--- src/jbs_pkg.sv ---
// Constants and types for the boundary-scan test port
// Notes on behaviour
// - There is no test-reset pin; the controller enters its reset state whenever the block is reset at power-up.
// - Sample/preload, external test, bypass, identification and high-impedance are the only instructions.
// - Every input pin and every one of the up to 68 I/O pins has its own scan cell.
// - All scan cells form one serial chain from the data input pin to the data output pin.
// - A cell has up to three capture stages and up to two update stages, and update stages drive pins only after update.
// - Pin cells and macrocell cells are two different kinds of cell that share the one chain.
// - Capture stages sample live signals on capture, shift on shift, and load the update stages on update.
// - The controller derives every capture, shift and update control from the test clock and mode-select pins.
// - The test port exists only while its configuration option is on, covering scan testing.
// - With the option off, the four test-port pins work as ordinary user I/O pins.
// - Pull-ups on the mode-select and data-input pins are optional and chosen by configuration.
package jbs_pkg;
  localparam int NUM_IO = 68;
  localparam int NUM_IN = 4;
  localparam int NUM_MC = 64;
  localparam int IO_STAGES = 3;
  localparam int CHAIN_LEN = IO_STAGES * NUM_IO + NUM_IN + NUM_MC;
  localparam int IN_BASE = IO_STAGES * NUM_IO;
  localparam int MC_BASE = IN_BASE + NUM_IN;
  localparam int IO_DIN_POS = 0;
  localparam int IO_DOUT_POS = 1;
  localparam int IO_OE_POS = 2;
  localparam int PIN_TCK = 0;
  localparam int PIN_TMS = 1;
  localparam int PIN_TDI = 2;
  localparam int PIN_TDO = 3;
  localparam int IR_W = 4;
  localparam logic [IR_W-1:0] OP_EXTEST = 4'h0;
  localparam logic [IR_W-1:0] OP_SAMPLE = 4'h1;
  localparam logic [IR_W-1:0] OP_IDCODE = 4'h2;
  localparam logic [IR_W-1:0] OP_HIGHZ = 4'h3;
  localparam logic [IR_W-1:0] OP_BYPASS = 4'hf;
  localparam logic [IR_W-1:0] IR_CAPTURE = 4'h1;
  localparam logic [IR_W-1:0] IR_RESET = OP_IDCODE;
  // Identification value is arbitrary
  localparam logic [31:0] ID_VALUE = 32'h0000_0a01;
  typedef enum logic [3:0] {
    JBS_RESET, JBS_IDLE, JBS_SEL_DR, JBS_CAP_DR, JBS_SHIFT_DR, JBS_EXIT1_DR, JBS_PAUSE_DR, JBS_EXIT2_DR,
    JBS_UPD_DR, JBS_SEL_IR, JBS_CAP_IR, JBS_SHIFT_IR, JBS_EXIT1_IR, JBS_PAUSE_IR, JBS_EXIT2_IR, JBS_UPD_IR
  } jbs_state_t;
endpackage : jbs_pkg

--- src/jbs_port.sv ---
// Boundary-scan test access port with the chain of pin and macrocell scan cells
`timescale 1ns/1ps
`default_nettype none
module jbs_port
(
  // Clock and reset
  input wire logic clk,
  input wire logic rstn,
  // Configuration options
  input wire logic port_enable,
  input wire logic tms_pullup_opt,
  input wire logic tdi_pullup_opt,
  output logic tms_pullup,
  output logic tdi_pullup,
  // Test-port pins (tck, tms, tdi, tdo)
  input wire logic [3:0] tpin_in,
  output logic [3:0] tpin_out,
  output logic [3:0] tpin_oe_n,
  // User logic behind the test-port pins
  input wire logic [3:0] tuser_out,
  input wire logic [3:0] tuser_oe,
  output logic [3:0] tuser_in,
  // Dedicated input pins
  input wire logic [jbs_pkg::NUM_IN-1:0] in_pin,
  // I/O pins
  input wire logic [jbs_pkg::NUM_IO-1:0] io_in,
  output logic [jbs_pkg::NUM_IO-1:0] io_out,
  output logic [jbs_pkg::NUM_IO-1:0] io_oe_n,
  // Core logic side of the I/O pins and macrocells
  input wire logic [jbs_pkg::NUM_IO-1:0] core_out,
  input wire logic [jbs_pkg::NUM_IO-1:0] core_oe,
  input wire logic [jbs_pkg::NUM_MC-1:0] mc_state
);
  import jbs_pkg::*;

  typedef struct packed {
    logic [3:0] tp_s1;
    logic [3:0] tp_s2;
    logic tck_d;
    logic [NUM_IO-1:0] io_s1;
    logic [NUM_IO-1:0] io_s2;
    logic [NUM_IN-1:0] in_s1;
    logic [NUM_IN-1:0] in_s2;
    jbs_state_t state;
    logic [IR_W-1:0] ir_sr;
    logic [IR_W-1:0] ir;
    logic [CHAIN_LEN-1:0] chain;
    logic [NUM_IO-1:0] upd_out;
    logic [NUM_IO-1:0] upd_oe;
    logic [31:0] id_sr;
    logic byp;
    logic tdo;
    logic tdo_en;
  } jbs_regs_t;

  jbs_regs_t r;
  jbs_regs_t next_r;
  logic tck_rise;
  logic tck_fall;
  logic tms;
  logic tdi;
  logic sel_chain;
  logic sel_id;
  logic extest;
  logic highz;

  // Sixteen-state controller
  function automatic jbs_state_t jbs_next_state(input jbs_state_t s, input logic m);
    jbs_state_t ns;
    ns = s;
    case (s)
      JBS_RESET: ns = m ? JBS_RESET : JBS_IDLE;
      JBS_IDLE: ns = m ? JBS_SEL_DR : JBS_IDLE;
      JBS_SEL_DR: ns = m ? JBS_SEL_IR : JBS_CAP_DR;
      JBS_CAP_DR: ns = m ? JBS_EXIT1_DR : JBS_SHIFT_DR;
      JBS_SHIFT_DR: ns = m ? JBS_EXIT1_DR : JBS_SHIFT_DR;
      JBS_EXIT1_DR: ns = m ? JBS_UPD_DR : JBS_PAUSE_DR;
      JBS_PAUSE_DR: ns = m ? JBS_EXIT2_DR : JBS_PAUSE_DR;
      JBS_EXIT2_DR: ns = m ? JBS_UPD_DR : JBS_SHIFT_DR;
      JBS_UPD_DR: ns = m ? JBS_SEL_DR : JBS_IDLE;
      JBS_SEL_IR: ns = m ? JBS_RESET : JBS_CAP_IR;
      JBS_CAP_IR: ns = m ? JBS_EXIT1_IR : JBS_SHIFT_IR;
      JBS_SHIFT_IR: ns = m ? JBS_EXIT1_IR : JBS_SHIFT_IR;
      JBS_EXIT1_IR: ns = m ? JBS_UPD_IR : JBS_PAUSE_IR;
      JBS_PAUSE_IR: ns = m ? JBS_EXIT2_IR : JBS_PAUSE_IR;
      JBS_EXIT2_IR: ns = m ? JBS_UPD_IR : JBS_SHIFT_IR;
      JBS_UPD_IR: ns = m ? JBS_SEL_DR : JBS_IDLE;
      default: ns = JBS_RESET;
    endcase
    return ns;
  endfunction : jbs_next_state

  // Edges of the sampled test clock
  assign tck_rise = port_enable & r.tp_s2[PIN_TCK] & ~r.tck_d;
  assign tck_fall = port_enable & ~r.tp_s2[PIN_TCK] & r.tck_d;
  assign tms = r.tp_s2[PIN_TMS];
  assign tdi = r.tp_s2[PIN_TDI];

  // Instruction decode; unknown codes fall to bypass
  assign extest = (r.ir == OP_EXTEST);
  assign highz = (r.ir == OP_HIGHZ);
  assign sel_chain = extest | (r.ir == OP_SAMPLE);
  assign sel_id = (r.ir == OP_IDCODE);

  always_comb
  begin
    next_r = r;
    next_r.tp_s1 = tpin_in;
    next_r.tp_s2 = r.tp_s1;
    next_r.tck_d = r.tp_s2[PIN_TCK];
    next_r.io_s1 = io_in;
    next_r.io_s2 = r.io_s1;
    next_r.in_s1 = in_pin;
    next_r.in_s2 = r.in_s1;
    if (tck_rise)
    begin
      case (r.state)
        JBS_CAP_DR:
        begin
          if (sel_chain)
          begin
            // Pin cells capture pin level, output data and enable
            for (int i = 0; i < NUM_IO; i++)
            begin
              next_r.chain[IO_STAGES*i+IO_DIN_POS] = r.io_s2[i];
              next_r.chain[IO_STAGES*i+IO_DOUT_POS] = core_out[i];
              next_r.chain[IO_STAGES*i+IO_OE_POS] = core_oe[i];
            end
            // Input pin cells
            for (int i = 0; i < NUM_IN; i++)
            begin
              next_r.chain[IN_BASE+i] = r.in_s2[i];
            end
            // Macrocell cells, one capture stage each
            for (int i = 0; i < NUM_MC; i++)
            begin
              next_r.chain[MC_BASE+i] = mc_state[i];
            end
          end
          else if (sel_id)
          begin
            next_r.id_sr = ID_VALUE;
          end
          else
          begin
            next_r.byp = 1'b0;
          end
        end
        JBS_SHIFT_DR:
        begin
          if (sel_chain)
          begin
            next_r.chain = {tdi, r.chain[CHAIN_LEN-1:1]};
          end
          else if (sel_id)
          begin
            next_r.id_sr = {tdi, r.id_sr[31:1]};
          end
          else
          begin
            next_r.byp = tdi;
          end
        end
        JBS_CAP_IR:
        begin
          next_r.ir_sr = IR_CAPTURE;
        end
        JBS_SHIFT_IR:
        begin
          next_r.ir_sr = {tdi, r.ir_sr[IR_W-1:1]};
        end
        default:
        begin
          next_r.ir_sr = r.ir_sr;
        end
      endcase
      next_r.state = jbs_next_state(r.state, tms);
    end
    if (tck_fall)
    begin
      case (r.state)
        JBS_SHIFT_DR:
        begin
          next_r.tdo = sel_chain ? r.chain[0] : (sel_id ? r.id_sr[0] : r.byp);
          next_r.tdo_en = 1'b1;
        end
        JBS_SHIFT_IR:
        begin
          next_r.tdo = r.ir_sr[0];
          next_r.tdo_en = 1'b1;
        end
        JBS_UPD_DR:
        begin
          next_r.tdo_en = 1'b0;
          if (sel_chain)
          begin
            for (int i = 0; i < NUM_IO; i++)
            begin
              next_r.upd_out[i] = r.chain[IO_STAGES*i+IO_DOUT_POS];
              next_r.upd_oe[i] = r.chain[IO_STAGES*i+IO_OE_POS];
            end
          end
        end
        JBS_UPD_IR:
        begin
          next_r.tdo_en = 1'b0;
          next_r.ir = r.ir_sr;
        end
        JBS_RESET:
        begin
          next_r.tdo_en = 1'b0;
          next_r.ir = IR_RESET;
        end
        default:
        begin
          next_r.tdo_en = 1'b0;
        end
      endcase
    end
    if (!port_enable)
    begin
      next_r.state = JBS_RESET;
      next_r.ir = IR_RESET;
      next_r.tdo_en = 1'b0;
    end
    if (!rstn)
    begin
      next_r = '0;
      next_r.state = JBS_RESET;
      next_r.ir = IR_RESET;
      next_r.ir_sr = IR_CAPTURE;
    end
  end

  always_ff @(posedge clk)
  begin
    r <= next_r;
  end

  // Pull-ups only while the port is in use
  assign tms_pullup = port_enable & tms_pullup_opt;
  assign tdi_pullup = port_enable & tdi_pullup_opt;

  // Test-port pins: test signals or user I/O
  always_comb
  begin
    if (port_enable)
    begin
      tpin_out = {r.tdo, 3'h0};
      tpin_oe_n = {~r.tdo_en, 3'h7};
      tuser_in = 4'h0;
    end
    else
    begin
      tpin_out = tuser_out;
      tpin_oe_n = ~tuser_oe;
      tuser_in = r.tp_s2;
    end
  end

  // I/O pins under test instructions
  always_comb
  begin
    if (highz)
    begin
      io_out = core_out;
      io_oe_n = {NUM_IO{1'b1}};
    end
    else if (extest)
    begin
      io_out = r.upd_out;
      io_oe_n = ~r.upd_oe;
    end
    else
    begin
      io_out = core_out;
      io_oe_n = ~core_oe;
    end
  end
endmodule : jbs_port
`default_nettype wire

--- config.mk ---
export PLATFORM = sky130hd
export DESIGN_NAME = jbs_port
export DESIGN_NICKNAME = d
export VERILOG_FILES = /design/src/jbs_pkg.sv /design/src/jbs_port.sv
export SDC_FILE = /design/constraint.sdc
export NUM_CORES = 1
export LEC_CHECK = 0
export ABC_CLOCK_PERIOD_IN_PS = 2800
export BUFFER_PORTS_ARGS = -buffer_cell sky130_fd_sc_hd__buf_2
export CORE_UTILIZATION = 30
export DETAILED_ROUTE_END_ITERATION = 10
export GPL_TIMING_DRIVEN = 0
export SLEW_MARGIN = 20
export SYNTH_ARGS = -nofsm -noshare
export SYNTH_HDL_FRONTEND = slang
export SYNTH_SLANG_ARGS = --single-unit
--- constraint.sdc ---
create_clock -name clk -period 2.8 [get_ports clk]
set_input_delay 0 -clock clk [delete_from_list [all_inputs] [get_ports clk]]
set_output_delay 0 -clock clk [all_outputs]
set_load 0.02 [all_outputs]
# Word-level counts from Yosys, hierarchy flattened

Index checks and enable logic that the tools add are counted.

Bits in registers: 608
Output and inout port bits: 150
Logic and storage cells: 110

Equality and inequality tests: 26
Mux-type cells: 36
Bitwise gates (word level): 13
Reductions and logical operators: 18

Operator list:

| operator           | count |
|---|---|
| $mux 272           | 2 |
| $pmux 272 s2       | 1 |
| $mux 68            | 4 |
| $not 68->68        | 2 |
| $mux 33            | 2 |
| $pmux 33 s2        | 1 |
| $mux 32            | 2 |
| $pmux 4 s12        | 1 |
| $eq 4x4->1 const B | 8 |
| $mux 4             | 7 |
| $eq 4x2->1 const B | 4 |
| $eq 4x3->1 const B | 4 |
| $ne 2x2->1 const B | 8 |
| $pmux 4 s2         | 2 |
| $reduce_and 6->1   | 2 |
| $eq 4x1->1 const B | 2 |
| $logic_not 4->1    | 2 |
| $mux 1             | 8 |
| $reduce_and 2->1   | 4 |
| $reduce_bool 2->1  | 4 |
| $and 1x1->1        | 6 |
| $mux 2             | 3 |
| $mux 3             | 2 |
| $reduce_or 2->1    | 3 |
| 7 further kinds    | 9 |

# Longest topological paths before layout

Word-level depth: 4
Depth in mapped cells: 8

# Worst setup path after synthesis

OpenSTA, ideal clock, no wires.

Path kind: reg-to-reg
From: reg r[443] in the netlist's numbering
To: reg r[29] in the netlist's numbering
Data arrival time: 1.882 ns
Required time: 2.676 ns
Setup slack: 0.794 ns
Stages on the path, launching flop included: 6
Path buffers: 2
Period minus slack after synthesis: 2.006 ns
Path through: dfxtp_1 -> clkbuf_1 -> or4b_4 -> a2111oi_4 -> clkbuf_2 -> o21ai_0

Longest elaborated chain between the ends: 4

Ends and longest elaborated chain:

| what                                          | line                             | RTL |
|---|---|---|
| start: declaration                            | jbs_port.sv:56                   | `jbs_regs_t r;` |
| start signal: assignment                      | jbs_port.sv:237                  | `r <= next_r;` |
| $eq 4x1->1 or $logic_not 4->1 (tied branches) | jbs_port.sv:102, jbs_port.sv:100 |  |
| $or 1x1->1                                    | jbs_port.sv:102                  | `assign sel_chain = extest \| (r.ir == OP_SAMPLE);` |
| $ne 2x2->1 (no line)                          | n/a                              |  |
| $reduce_and 6->1 (no line) (*)                | n/a                              |  |

Mark *: on every way between the ends. The rest lies on a longest branch, timed or not.
A chain may end at the register's enable or synchronous reset.

# Worst setup path in the final report

From: reg r[446] in the netlist's numbering
To: out io_oe_n[39] in the netlist's numbering

Longest elaborated chain between the ends: 3

Ends and longest elaborated chain:

| what             | line            | RTL |
|---|---|---|
| $logic_not 4->1  | jbs_port.sv:100 | `assign extest = (r.ir == OP_EXTEST);` |
| $mux 68          | jbs_port.sv:269 | `else if (extest)` |
| $mux 68 (*)      | jbs_port.sv:264 | `if (highz)` |
| end: declaration | jbs_port.sv:28  | `output logic [jbs_pkg::NUM_IO-1:0] io_oe_n,` |

Marked as above.

==> run metrics <==
area grow syn2layout 34.58%; status complete, no violations; final setup fails 0; crit path capture type output port; number of max-cap violations 0; drt first-iter violations between 1000 and 1500; fillcell total 8528; Crit path arrival time between 2000 and 3000 ps; Yosys warnings 0; I/O pin count 439; grt total ovfl 0; largest net degree at the start of global routing 16; distinct cell type count after synthesis 50; synthesized area per cell just over 8 sq um; Mapped Cells 3149; Root Buffer clkbuf_16; Tmin final approximately 2700 ps; antenna violation net count after detailed routing 0; Non-Filler Instances between 5000 and 6000; per-cell routed wire length ~18 um; Vias/cell between 4 and 5; Fin. Hold Viols 0; max_slew headroom roughly 30%; Top reg by flops r; Global Route Usage Sum 20.52%; Top Registers r (608); Final Cell Area 34490 sq um; total power between 15 and 20 mW; Peak Freq between 300 and 400 MHz; Slew @ Worst Pin about 1000 ps; via count 24549; Syn Std Cell Area roughly 26000 sq um; synthesized net count ~3400; Die ar. between 80000 and 90000 sq um; CTS tree done; Routability Congestion approximately 0.87; Max VDD drop 495.9 uV; Synth area leader dfxtp_1; Startpoint Class flip-flop; DP HPWL roughly 64000 um; core area between 80000 and 90000 sq um; Final Skew between 20 and 25 ps; CTS Buf Count 70; RSZ-0062 raised after global routing no; Seq cells post-synth ~610; Setup TNS Final 0 ps; Post-Route WL 91820 um; later-pin clock latency in the skew report between 600 and 700 ps; ys async rst share 0%; Crit Path Max Fanout 10; critical path class reg -> out; initial antenna violation count 11; TritonRoute pass-1 iters 5; post-synth top area share 47.49%; DP Cell Count 4721; clock-pin slew on the worst setup and hold paths ~60 ps; synth top area cells dfxtp_1, nand2_1, o211a_1; clk sinks ~600; fin nets roughly 4200; max FFs per register between 600 and 700; Synth Flop Type dfxtp_1; Die Y 294.3 um; Post-synth EDFFs 0; Row Count approximately 110; fin util between 40% and 50%; Tcrit/Tclk final between 90% and 100%; vias in the first global route 23798; sequential share of the synthesized area 47.49%; static leakage around 18 nW; drt drc 0; Tightest Hold Check Type in -> reg; port bufs ~440; Pwr Density around 570 nW/um^2; Max H-tree Level 3; Starting Density a little under a third; dpl cell area between 20000 and 30000 sq um; max-slew violations 0; Longest Clk Path Bufs 3; layout cell share with drive strength beyond 1 17.59%; Worst EP required roughly 2800 ps; die width slightly below 300 um; first-pass GRT wire length 136900 um
==> Yosys cell counts (3+ instances only) <==
master    instances
nand2_1        1197
dfxtp_1         608
nand3_1         278
o211a_1         272
clkbuf_1        156
and2_1          155
a21boi_0        126
buf_2            84
a21o_1           69
nand4_1          31
o21ai_1          25
buf_6            19
o21ai_0          17
a21boi_1         14
buf_4            12
a21oi_1          10
nor2_1            9
nor2b_1           8
nand2b_1          5
nor3_1            5
buf_1             4
clkbuf_2          3
nand3b_1          3
o211ai_1          3
or3_1             3
==> through the flow <==
step / setup slack, ps / hold slack, ps
final: 90.70 / 110.2
after global routing: 2.766 / 100.6
after CTS: 1.689 / 52.94
after detailed placement: -629.0 / 208.1
after global placement: -1110 / 208.7
after floorplan: 794.4 / 125.8
==> metal layers <==
layer  share of wire, %  GRT usage, %  vias up
met5              0.023             0        -
met3                5.4         3.763      207
met2                 47         33.88      700
met4                4.7         9.680        4
li1                   -             -    12127
met1                 43         25.75    11511
==> kinds of logic (layout without fill, tap and decap cells) <==
logic type             after synthesis  in the layout  synth area share [%]
AND/OR/NAND/NOR                   1706           1706                 28.60
flip-flops                         608            608                 47.49
AO/OA/AOI/OAI                      550            550                 18.46
buffers and inverters              280           1117                 5.258
XOR/XNOR                             3              3                0.1025
multiplexers                         2              2               0.08299
other                                0             12                     0
==> critical path, cell delays in order (launching register included) <==
cell and delay (ps):
dfxtp_1 370, or3_4 450, or2_4 300, buf_6 170, clkbuf_2 250, nand2_1 120, a21o_1 170, buf_2 240
==> final timing paths <==
| path | from | endpoint | slack (ps) | cells after the start |
|---|---|---|---|---|
| min reg2reg | r[541]$_SDFF_PN0_ | r[473]$_SDFF_PN0_ | 430 | 1 |
| max | r[446]$_SDFFE_PN0P_ | io_oe_n[39] | 90 | 7 |
| min | port_enable | r[443]$_SDFFE_PN0P_ | 110 | 3 |
| max reg2reg | r[453]$_SDFFE_PN0P_ | r[266]$_SDFFE_PN0P_ | 200 | 6 |
==> report_power, final <==
| group | switching (mW) | leakage [nW] | total (mW) | internal, mW |
|---|---|---|---|---|
| registers | 0.0319 | 4.93 | 8.79 | 8.75 |
| clock network | 3.83 | 1.15 | 9.35 | 5.52 |
| logic | 0.776 | 11.4 | 1.44 | 0.667 |
| total | 4.64 | 17.5 | 19.6 | 14.9 |
==> cell usage in the layout (no fill, tap or decap), types with 3 or more instances in the layout <==
cell type      instances
buf_6                 20
o211a_1              272
a21boi_0             126
nand2_1             1197
bufinv_16              5
clkinvlp_4             3
o211ai_1               3
clkinv_2              10
nor3_1                 4
clkbuf_8              18
clkbuf_16             70
and2_1               155
a21boi_1              14
nor2b_1                8
inv_6                  5
nand3b_1               3
nand4_1               31
nand2b_1               5
diode_2               12
nor2_1                 8
buf_4                 14
a21o_1                69
buf_1                  4
clkbuf_1             145
a21oi_1               10
dlygate4sd3_1        276
o21ai_1               25
nand3_1              278
buf_2                522
clkbuf_2              15
o21ai_0               17
dfxtp_1              608
==> timing repair <==
| item | 4_1_cts | 5_1_grt |
|---|---|---|
| gates cloned | 0 | 0 |
| buffers inserted | 2 | 0 |
| endpoints found under the hold margin | 276 | 0 |
| pin swaps | 1 | 1 |
| hold buffers | 276 | 0 |
| resized for setup | 25 | 17 |
| endpoints found under the setup margin | 237 | 246 |
==> cell type report <==
| type | count | area (sq um) | area share [%] |
|---|---|---|---|
| well taps | 1134 | 1419 | 4.114 |
| clock buffers | 98 | 2007 | 5.819 |
| inverters | 2 | 7.507 | 0.02177 |
| repair buffers | 716 | 4999 | 14.49 |
| flip-flops and latches | 608 | 12170 | 35.29 |
| plain buffers | 274 | 1384 | 4.012 |
| multi-input cells | 2261 | 12140 | 35.20 |
| diodes | 12 | 30.03 | 0.08706 |
| clock inverters | 27 | 331.6 | 0.9613 |
Power figures use the tool's default switching activity.
